<file path="config.mk">
export PLATFORM = sky130hd
export DESIGN_NAME = slt_top
export DESIGN_NICKNAME = d
export VERILOG_FILES = /design/src/inc/slt_pkg.sv /design/src/inc/slt_det_if.sv /design/src/design/slt_lvl_det.sv /design/src/design/slt_top.sv
export SDC_FILE = /design/constraint.sdc
export NUM_CORES = 2
export LEC_CHECK = 0
export ABC_AREA = 0
export BUFFER_PORTS_ARGS = -buffer_cell sky130_fd_sc_hd__buf_2
export CAP_MARGIN = 25
export CORE_MARGIN = 8
export CORE_UTILIZATION = 30
export CTS_CLUSTER_SIZE = 14
export DETAILED_ROUTE_END_ITERATION = 6
export HOLD_SLACK_MARGIN = 0.08
export PLACE_DENSITY = 0.56
export SYNTH_ARGS = -nofsm -noshare
export SYNTH_HDL_FRONTEND = slang
export SYNTH_SLANG_ARGS = --single-unit
</file>
<file path="constraint.sdc">
create_clock -name sys_clk_in -period 29.4 [get_ports sys_clk_in]
set_input_delay 5.88 -clock sys_clk_in [delete_from_list [all_inputs] [get_ports sys_clk_in]]
set_output_delay 5.88 -clock sys_clk_in [all_outputs]
set_load 0.05 [all_outputs]
</file>
<file path="src/inc/slt_pkg.sv">
package slt_pkg;

	// ----------------------------------------
	// Sizes
	// ----------------------------------------
	localparam int NCH = 4;
	localparam int SW  = 16;
	localparam int VW  = 18;
	localparam int DLY = 3;

	// ----------------------------------------
	// Register map
	// ----------------------------------------
	localparam logic [7:0] ADDR_GLOBAL  = 8'h00;
	localparam logic [7:0] ADDR_STATUS  = 8'h04;
	localparam logic [7:0] ADDR_CH_BASE = 8'h10;
	localparam logic [3:0] OFS_CFG      = 4'h0;
	localparam logic [3:0] OFS_LVLP     = 4'h4;
	localparam logic [3:0] OFS_LVLS     = 4'h8;
	localparam logic [3:0] OFS_HYST     = 4'hc;

	// ----------------------------------------
	// Field positions
	// ----------------------------------------
	localparam int GLB_EXT_FALL = 0;
	localparam int GLB_OUT_LOW  = 1;
	localparam int GLB_EXT_EN   = 2;
	localparam int GLB_OUT_EN   = 3;
	localparam int CFG_TM_LSB   = 0;
	localparam int CFG_AM_LSB   = 3;
	localparam int CFG_DIR_BIT  = 5;
	localparam int CFG_DLY_LSB  = 6;
	localparam int ST_SEEN_LSB  = 0;
	localparam int ST_QARM_LSB  = 4;
	localparam int ST_ALM_LSB   = 8;

	// ----------------------------------------
	// Reset values
	// ----------------------------------------
	localparam logic [3:0]    RST_GLB  = 4'h0;
	localparam logic [7:0]    RST_CFG  = 8'h00;
	localparam logic [SW-1:0] RST_LVL  = 16'h0000;
	localparam logic [SW-1:0] RST_HYST = 16'h0000;

	// ----------------------------------------
	// Modes
	// ----------------------------------------
	typedef enum logic [2:0] {
		TM_OFF    = 3'h0,
		TM_BASIC  = 3'h1,
		TM_DUAL   = 3'h2,
		TM_QBASIC = 3'h3,
		TM_QDUAL  = 3'h4
	} slt_tmode_t;

	typedef enum logic [1:0] {
		AM_OFF    = 2'h0,
		AM_SINGLE = 2'h1,
		AM_DUAL   = 2'h2
	} slt_amode_t;

endpackage : slt_pkg

</file>
<file path="src/inc/slt_det_if.sv">
`timescale 1ns/10ps
`default_nettype none
interface slt_det_if;
	logic                          valid;
	logic                          clr;
	logic signed [slt_pkg::VW-1:0] value;
	logic signed [slt_pkg::SW-1:0] level;
	logic        [slt_pkg::SW-1:0] hyst;
	logic                          dir_neg;
	logic                          trig;
	logic                          beyond;

	modport ctl (output valid, clr, value, level, hyst, dir_neg, input trig, beyond);
	modport det (input valid, clr, value, level, hyst, dir_neg, output trig, beyond);
endinterface : slt_det_if
`default_nettype wire

</file>
<file path="src/design/slt_lvl_det.sv">
`timescale 1ns/10ps
`default_nettype none
module slt_lvl_det (
	// Clock and reset
	input  wire logic  clk_in,
	input  wire logic  rst_n_in,
	// Detector link
	slt_det_if.det     det_io
);

	typedef struct packed {
		logic armed;
		logic trig;
		logic beyond;
	} slt_det_state_t;

	slt_det_state_t                s_q;
	slt_det_state_t                s_d;
	logic signed [slt_pkg::VW-1:0] lvl;
	logic signed [slt_pkg::VW-1:0] arm_lvl;
	logic                          past_lvl;
	logic                          arm_ok;

	// ----------------------------------------
	// Crossing and arming
	// ----------------------------------------
	always_comb begin
		lvl      = slt_pkg::VW'(det_io.level);
		arm_lvl  = det_io.dir_neg ? lvl + $signed({2'h0, det_io.hyst})
		                          : lvl - $signed({2'h0, det_io.hyst});
		past_lvl = det_io.dir_neg ? (det_io.value < lvl) : (det_io.value > lvl);
		arm_ok   = det_io.dir_neg ? (det_io.value > arm_lvl) : (det_io.value < arm_lvl);
		s_d      = s_q;
		s_d.trig = 1'b0;
		if (det_io.clr) begin
			s_d.armed  = 1'b0;
			s_d.beyond = 1'b0;
		end else if (det_io.valid) begin
			s_d.beyond = past_lvl;
			if (s_q.armed && past_lvl) begin
				s_d.trig  = 1'b1;
				s_d.armed = 1'b0;
			end else if (arm_ok) begin
				s_d.armed = 1'b1;
			end
		end
	end

	always_ff @(posedge clk_in or negedge rst_n_in) begin
		if (!rst_n_in) begin
			s_q <= '0;
		end else begin
			s_q <= s_d;
		end
	end

	assign det_io.trig   = s_q.trig;
	assign det_io.beyond = s_q.beyond;

	// ----------------------------------------
	// Checks
	// ----------------------------------------
	AST_ONE_PULSE: assert property (
		@(posedge clk_in) disable iff (!rst_n_in)
		s_q.trig |=> !s_q.trig)
		else $error("Trigger pulse longer than one cycle");

	AST_STRICT: assert property (
		@(posedge clk_in) disable iff (!rst_n_in)
		$rose(s_q.trig) |-> $past(det_io.valid && s_q.armed && past_lvl && !det_io.clr))
		else $error("Trigger without strict crossing of an armed detector");

	AST_CLR: assert property (
		@(posedge clk_in) disable iff (!rst_n_in)
		det_io.clr |=> (!s_q.armed && !s_q.trig))
		else $error("Recording start did not clear detector");

	AST_REARM: assert property (
		@(posedge clk_in) disable iff (!rst_n_in)
		$rose(s_q.armed) |-> $past(det_io.valid && arm_ok))
		else $error("Detector armed inside hysteresis band");

endmodule : slt_lvl_det
`default_nettype wire

</file>
<file path="src/design/slt_top.sv">
// Added by the designer: the strobed register port and the address map.
`timescale 1ns/10ps
`default_nettype none
// What this block does
// - Delay register lets detector follow slope
// - Compare result against level, larger or smaller
// - Trigger only on crossing in direction
// - Rearm only after leaving hysteresis band
// - Equal sample never triggers
// - Trigger on first sample past level
// - Already beyond at start gives no trigger
// - Two detectors: primary and secondary
// - Basic mode uses primary detector only
// - Dual mode triggers leaving either level
// - Secondary direction opposite to primary
// - Inverted directions trigger on range entry
// - One hysteresis value for both detectors
// - Qualifier modes drive qualifier, not trigger
// - Channel triggers ORed, merged with external
// - Unarmed enabled qualifier blocks recorder trigger
// - Common input edge, per card enable
// - Common output polarity, per card enable
// - Single alarm active while beyond level
// - Dual alarm active while beyond either
// - Channel alarms ORed onto one output
// - Disabled detector gives no trigger
module slt_top (
	// Clock and reset
	input  wire logic                               sys_clk_in,
	input  wire logic                               rstn_in,
	// Register port
	input  wire logic [7:0]                         reg_addr_in,
	input  wire logic [31:0]                        reg_wdata_in,
	input  wire logic                               reg_wr_in,
	input  wire logic                               reg_rd_in,
	output logic      [31:0]                        reg_rdata_out,
	// Sample stream
	input  wire logic [slt_pkg::NCH*slt_pkg::SW-1:0] smp_data_in,
	input  wire logic                               smp_valid_in,
	input  wire logic                               rec_start_in,
	// Pins
	input  wire logic                               ext_trig_in,
	input  wire logic                               alarm_chain_in,
	output logic                                    rec_trig_out,
	output logic                                    ext_trig_out,
	output logic                                    alarm_out
);

	localparam int NCH = slt_pkg::NCH;
	localparam int SW  = slt_pkg::SW;
	localparam int DLY = slt_pkg::DLY;

	typedef struct packed {
		logic [3:0]                           glb;
		logic [NCH-1:0][7:0]                  cfg;
		logic [NCH-1:0][SW-1:0]               lvlp;
		logic [NCH-1:0][SW-1:0]               lvls;
		logic [NCH-1:0][SW-1:0]               hyst;
		logic [NCH-1:0]                       seen;
		logic [2:0]                           ext_s;
		logic                                 ext_st;
		logic [2:0]                           alm_s;
		logic                                 alm_st;
		logic [NCH-1:0][DLY-1:0][SW-1:0]      dly;
		logic                                 rec_trig;
		logic                                 ext_out;
		logic                                 alarm;
		logic [31:0]                          rdata;
	} slt_top_state_t;

	slt_top_state_t s_q;
	slt_top_state_t s_d;
	logic [1:0]     rst_sync_q;
	logic           rst_n;
	logic [NCH-1:0] ctrig;
	logic [NCH-1:0] q_en;
	logic [NCH-1:0] q_arm;
	logic [NCH-1:0] c_alarm;
	logic           block;
	logic           ext_edge;
	logic [7:0]     rel;
	logic [1:0]     chi;
	logic           in_ch;

	// ----------------------------------------
	// Reset release
	// ----------------------------------------
	always_ff @(posedge sys_clk_in or negedge rstn_in) begin
		if (!rstn_in) begin
			rst_sync_q <= 2'h0;
		end else begin
			rst_sync_q <= {rst_sync_q[0], 1'b1};
		end
	end

	assign rst_n = rst_sync_q[1];

	// ----------------------------------------
	// Channel detectors
	// ----------------------------------------
	for (genvar ch = 0; ch < NCH; ch++) begin : g_ch
		slt_det_if                     pif ();
		slt_det_if                     sif ();
		logic [SW-1:0]                 cur;
		logic [SW-1:0]                 old;
		logic [1:0]                    dsel;
		logic [2:0]                    tm;
		logic [1:0]                    am;
		logic signed [slt_pkg::VW-1:0] val;

		assign cur  = smp_data_in[ch*SW +: SW];
		assign dsel = s_q.cfg[ch][slt_pkg::CFG_DLY_LSB +: 2];
		assign tm   = s_q.cfg[ch][slt_pkg::CFG_TM_LSB +: 3];
		assign am   = s_q.cfg[ch][slt_pkg::CFG_AM_LSB +: 2];
		assign old  = s_q.dly[ch][dsel - 2'h1];
		// Difference against an older sample gives slope
		assign val  = (dsel == 2'h0) ? slt_pkg::VW'($signed(cur))
		            : slt_pkg::VW'($signed(cur)) - slt_pkg::VW'($signed(old));

		assign pif.valid   = smp_valid_in;
		assign pif.clr     = rec_start_in;
		assign pif.value   = val;
		assign pif.level   = s_q.lvlp[ch];
		assign pif.hyst    = s_q.hyst[ch];
		assign pif.dir_neg = s_q.cfg[ch][slt_pkg::CFG_DIR_BIT];
		assign sif.valid   = smp_valid_in;
		assign sif.clr     = rec_start_in;
		assign sif.value   = val;
		assign sif.level   = s_q.lvls[ch];
		assign sif.hyst    = s_q.hyst[ch];
		assign sif.dir_neg = ~s_q.cfg[ch][slt_pkg::CFG_DIR_BIT];

		slt_lvl_det u_prim (
			.clk_in   (sys_clk_in),
			.rst_n_in (rst_n),
			.det_io   (pif.det)
		);

		slt_lvl_det u_sec (
			.clk_in   (sys_clk_in),
			.rst_n_in (rst_n),
			.det_io   (sif.det)
		);

		assign ctrig[ch] = ((tm == slt_pkg::TM_BASIC) & pif.trig)
		                 | ((tm == slt_pkg::TM_DUAL) & (pif.trig | sif.trig));
		assign q_en[ch]  = (tm == slt_pkg::TM_QBASIC) | (tm == slt_pkg::TM_QDUAL);
		assign q_arm[ch] = pif.beyond | ((tm == slt_pkg::TM_QDUAL) & sif.beyond);
		assign c_alarm[ch] = ((am == slt_pkg::AM_SINGLE) & pif.beyond)
		                   | ((am == slt_pkg::AM_DUAL) & (pif.beyond | sif.beyond));

		AST_OFF: assert property (
			@(posedge sys_clk_in) disable iff (!rst_n)
			(tm == slt_pkg::TM_OFF) |-> !ctrig[ch])
			else $error("Disabled channel produced a trigger");
	end

	// ----------------------------------------
	// Combine and registers
	// ----------------------------------------
	assign block = |(q_en & ~q_arm);
	assign rel   = reg_addr_in - slt_pkg::ADDR_CH_BASE;
	assign chi   = rel[5:4];
	assign in_ch = (reg_addr_in >= slt_pkg::ADDR_CH_BASE) && (rel[7:4] < 4'(NCH));

	always_comb begin
		s_d       = s_q;
		s_d.rdata = 32'h0;

		// Pin inputs: change counts once stages two and three agree
		s_d.ext_s = {s_q.ext_s[1:0], ext_trig_in};
		s_d.alm_s = {s_q.alm_s[1:0], alarm_chain_in};
		if (s_q.ext_s[1] == s_q.ext_s[2]) begin
			s_d.ext_st = s_q.ext_s[2];
		end
		if (s_q.alm_s[1] == s_q.alm_s[2]) begin
			s_d.alm_st = s_q.alm_s[2];
		end
		ext_edge = (s_d.ext_st != s_q.ext_st)
		         && (s_d.ext_st != s_q.glb[slt_pkg::GLB_EXT_FALL]);

		if (smp_valid_in) begin
			for (int c = 0; c < NCH; c++) begin
				s_d.dly[c] = {s_q.dly[c][DLY-2:0], smp_data_in[c*SW +: SW]};
			end
		end

		s_d.rec_trig = ((|ctrig) | (s_q.glb[slt_pkg::GLB_EXT_EN] & ext_edge)) & ~block;
		s_d.ext_out  = (s_q.glb[slt_pkg::GLB_OUT_EN] & s_q.rec_trig)
		             ^ s_q.glb[slt_pkg::GLB_OUT_LOW];
		s_d.alarm    = (|c_alarm) | s_q.alm_st;

		if (reg_wr_in) begin
			if (reg_addr_in == slt_pkg::ADDR_GLOBAL) begin
				s_d.glb = reg_wdata_in[3:0];
			end else if (reg_addr_in == slt_pkg::ADDR_STATUS) begin
				s_d.seen = s_q.seen & ~reg_wdata_in[slt_pkg::ST_SEEN_LSB +: NCH];
			end else if (in_ch) begin
				case (rel[3:0])
					slt_pkg::OFS_CFG: begin
						s_d.cfg[chi] = reg_wdata_in[7:0];
					end
					slt_pkg::OFS_LVLP: begin
						s_d.lvlp[chi] = reg_wdata_in[SW-1:0];
					end
					slt_pkg::OFS_LVLS: begin
						s_d.lvls[chi] = reg_wdata_in[SW-1:0];
					end
					slt_pkg::OFS_HYST: begin
						s_d.hyst[chi] = reg_wdata_in[SW-1:0];
					end
					default: begin
					end
				endcase
			end
		end
		// New triggers win over a clear in the same cycle
		s_d.seen = s_d.seen | ctrig;

		if (reg_rd_in) begin
			if (reg_addr_in == slt_pkg::ADDR_GLOBAL) begin
				s_d.rdata = {28'h0, s_q.glb};
			end else if (reg_addr_in == slt_pkg::ADDR_STATUS) begin
				s_d.rdata[slt_pkg::ST_SEEN_LSB +: NCH] = s_q.seen;
				s_d.rdata[slt_pkg::ST_QARM_LSB +: NCH] = q_arm;
				s_d.rdata[slt_pkg::ST_ALM_LSB +: NCH]  = c_alarm;
			end else if (in_ch) begin
				case (rel[3:0])
					slt_pkg::OFS_CFG: begin
						s_d.rdata = {24'h0, s_q.cfg[chi]};
					end
					slt_pkg::OFS_LVLP: begin
						s_d.rdata = {16'h0, s_q.lvlp[chi]};
					end
					slt_pkg::OFS_LVLS: begin
						s_d.rdata = {16'h0, s_q.lvls[chi]};
					end
					slt_pkg::OFS_HYST: begin
						s_d.rdata = {16'h0, s_q.hyst[chi]};
					end
					default: begin
						s_d.rdata = 32'h0;
					end
				endcase
			end
		end
	end

	always_ff @(posedge sys_clk_in or negedge rst_n) begin
		if (!rst_n) begin
			s_q      <= '0;
			s_q.glb  <= slt_pkg::RST_GLB;
			s_q.cfg  <= {NCH{slt_pkg::RST_CFG}};
			s_q.lvlp <= {NCH{slt_pkg::RST_LVL}};
			s_q.lvls <= {NCH{slt_pkg::RST_LVL}};
			s_q.hyst <= {NCH{slt_pkg::RST_HYST}};
		end else begin
			s_q <= s_d;
		end
	end

	assign reg_rdata_out = s_q.rdata;
	assign rec_trig_out  = s_q.rec_trig;
	assign ext_trig_out  = s_q.ext_out;
	assign alarm_out     = s_q.alarm;

	// ----------------------------------------
	// Checks
	// ----------------------------------------
	AST_QUAL_BLOCK: assert property (
		@(posedge sys_clk_in) disable iff (!rst_n)
		block |=> !rec_trig_out)
		else $error("Recorder trigger passed an unarmed qualifier");

	AST_CHAN_OR: assert property (
		@(posedge sys_clk_in) disable iff (!rst_n)
		((|ctrig) && !block) |=> rec_trig_out)
		else $error("Channel trigger did not reach recorder trigger");

	AST_EXT_IN: assert property (
		@(posedge sys_clk_in) disable iff (!rst_n)
		(ext_edge && s_q.glb[slt_pkg::GLB_EXT_EN] && !block) |=> rec_trig_out)
		else $error("External edge did not trigger recorder");

	AST_EXT_OUT: assert property (
		@(posedge sys_clk_in) disable iff (!rst_n)
		(rec_trig_out && s_q.glb[slt_pkg::GLB_OUT_EN])
		|=> (ext_trig_out != $past(s_q.glb[slt_pkg::GLB_OUT_LOW])))
		else $error("External output not active after recorder trigger");

	AST_ALARM: assert property (
		@(posedge sys_clk_in) disable iff (!rst_n)
		(|c_alarm) |=> alarm_out)
		else $error("Channel alarm missing on alarm output");

	AST_RD_ONCE: assert property (
		@(posedge sys_clk_in) disable iff (!rst_n)
		!reg_rd_in |=> (reg_rdata_out == 32'h0))
		else $error("Read data outside its cycle");

endmodule : slt_top
`default_nettype wire

</file>
==> results.tsv <==
stage	metric	value	unit
finish	fillCellCount	13306	
timing	holdWs	0.140	ns
yosys	synth_top_area_share	30.5	%
floorplan	core_area	129000	sq um
yosys	yosysWarnings	0	
clocking	clkSinkCount	477	
yosys	yosysMostFrequentCell	ha_1	
floorplan	start_util	30.2	%
floorplan	dieArea	142000	sq um
clocking	postCtsSetupBuffers	0	
clocking	cts_hold_buffers	0	
critical_path	startpoint_type	input pin	
critical_path	critical_path.top_delay_family	compound AO/OA/AOI/OAI gates	
route	drtIter0Drc	2363	
clocking	cts_buffers	55	
power_and_ir_drop	p_total	2.67	mW
route	firstDrtPassIters	7	
timing	tightest_slew	1.10	ns
global_route	grt_pass1_wl	184	mm
yosys	synth_ff_type	dfrtp_1	
route	vias	30703	
power_and_ir_drop	vdd_drop_max	0.0516	mV
critical_path	cp_slowest_cell	mux2i_1	
power_and_ir_drop	p_leak	19.8	nW
critical_path	max_stage_delay	0.78	ns
placed_design	io_buffers	114	
clocking	htree_levels	2	
finish	syn2layout_area_growth	11.7	%
yosys	ys_seq_area_share	30.5	%
floorplan	die_h	377	um
run	maxCapViolCount	0	
placed_design	place_congestion	0.919	
global_route	use_met1	22.9	%
route	ant_nets	0	
finish	nets	4707	
timing	finalHoldViolations	0	
floorplan	io-pin-count	147	
global_route	antenna_found_initial	33	
floorplan	row_count	132	
yosys	syn_area_per_cell	9.74	sq um
critical_path	path_cells	buf_2 -> inv_1 -> ha_1 -> inv_1 -> fa_1 -> a21o_1 -> a21oi_1 -> o21ai_1 -> o41ai_2 -> o211ai_1 -> a31oi_1 -> xnor2_1 -> o21ai_0 -> ha_1 -> nand3_1 -> nor3_1 -> and3_1 -> a221oi_1 -> mux2i_1 -> mux2i_1 -> a211o_1 -> o31ai_1	
clocking	cts_tree	built	
yosys	synth-edff-count	0	
yosys	synthArstFlopShare	100	%
hold_path	hp-class	reg -> async	
global_route	grt_pass1_vias	29939	
global_route	globalRoute.busiestLayer	met2	
global_route	gr-usage-met3	2.81	%
critical_path	endpoint_kind	flip-flop	
finish	multi_input_area	25300	sq um
route	wirelength	121	mm
timing	fin_skew	0.0341	ns
clocking	cts.clk_slew.worst_paths	0.07	ns
critical_path	crit_type	in -> reg	
timing	finalSetupViolCount	0	
global_route	grt_usage	16.6	%
finish	register_area	11900	sq um
yosys	synthTopCellsByCount	ha_1, dfrtp_1, mux2_2	
yosys	yosysTopAreaCell	dfrtp_1	
global_route	gr-total-overflow	0	
critical_path	worstPathMaxFanout	4	
global_route	use_met2	26.5	%
route	wl_per_cell	20.6	um
placed_design	hpwl	95.8	mm
yosys	synthTopCellsByArea	dfrtp_1, ha_1, mux2_2, a21oi_1, mux4_2	
yosys	syn_inst	4013	
timing	fin_setup_tns	0	ns
power_and_ir_drop	powerDensity	61.1	nW/um^2
clocking	cts_resized	0	
yosys	synth_cell_types	84	
clocking	clockBufferDepth	3	
finish	layout-drive-gt1-share	18.9	%
critical_path	cp_data_required_time	29.92	ns
finish	fin_util	33.7	%
timing	min_period_over_period	37.1	%
timing	rsz0062_at_grt	no	
clocking	worstSkewPairLatency	0.68	ns
global_route	grt_max_degree	176	
run_status	outcome	finished, final reports clean	
route	routed_via_density	5.22	
yosys	ys_ff_latch	477	
critical_path	arrival	11.41	ns
timing	slew_violations	0	
timing	slew-limit-headroom	26.4	%
floorplan	die_x	377	um
timing	fmax	91.8	MHz
critical_path	crit_buf_inv	3	
yosys	netlist_area	39100	sq um
route	post-route-drc-count	0	
clocking	cts_root_buffer	clkbuf_16	
timing	fin_crit	10.90	ns
==> final timing paths <==
check | start | end | slack, ns | depth (start not counted)
setup / recovery | smp_data_in[0] | g_ch[0].u_sec.s_q[2] | 18.50 | 22
hold / removal | rst_sync_q[1] | s_q[49] | 0.14 | 0
setup reg to reg | g_ch[0].dsel[0] | g_ch[0].u_sec.s_q[2] | 21.05 | 26
hold reg to reg | rst_sync_q[1] | s_q[49] | 0.14 | 0
max in group asynchronous | rstn_in | rst_sync_q[1] | 24.27 | 1
min in group sys_clk_in | s_d[233] | s_d[234] | 0.35 | 0
==> sequential cells by signal (all words and copies together), names as in the netlist, 8 cells and up <==
signal          flops
g_ch.am             8
s_q               204
g_ch.tm            12
g_ch.sif.level     64
g_ch.pif.hyst      64
g_ch.dsel           8
reg_rdata_out      16
g_ch.pif.level     64
==> placed cells by master, fill, tap and decap left out, drive strengths merged, types with 101 or more instances in the layout <==
cell,netlist,final
buf,86,158
nand2,208,208
inv,306,312
a21oi,283,283
xnor2,101,101
o21ai,165,165
mux2,434,434
a21o,113,113
ha,496,496
dfrtp,477,477
nor2,265,265
xor2,126,126
==> cell families after synthesis <==
kind of cell             synth area share, %
other                                 0.0192
flip-flops                              30.5
AO/OA/AOI/OAI                           13.8
multiplexers                            17.8
AND/OR/NAND/NOR                         11.3
buffers and inverters                   4.98
adder cells (fa/ha/maj)                 16.5
XOR/XNOR                                5.13
==> per-stage QoR <==
step / instances / worst slack (ns) / instance area, sq um
2_1_floorplan: 4028 / 15.12 / 39200
3_3_place_gp: 5758 / 18.03 / 41400
3_5_place_dp: 5766 / 17.94 / 41500
4_1_cts: 5868 / 18.59 / 43500
5_1_grt: 5878 / 18.12 / 43700
6_report: 5882 / 18.50 / 43700
==> where the power goes <==
part	switching [mW]	internal, mW	total (mW)
Combinational	0.623	0.494	1.12
Sequential	0.0691	0.720	0.789
Clock	0.303	0.459	0.762
==> layout make-up <==
type / instances / share of cell area (%)
Sequential cell: 477 / 27.3
Inverter: 312 / 2.68
Timing Repair Buffer: 161 / 2.44
Multi-Input combinational cell: 3080 / 57.9
Tap cell: 1742 / 4.99
Antenna cell: 8 / 0.0459
Clock inverter: 30 / 1.05
Clock buffer: 72 / 3.53
==> layer usage <==
layer	wire (um)	vias to the layer above
li1	-	14673
met1	54800	15001
met2	54300	823
met3	7960	194
met4	4160	12
met5	80	-
Power figures use the tool's default switching activity.
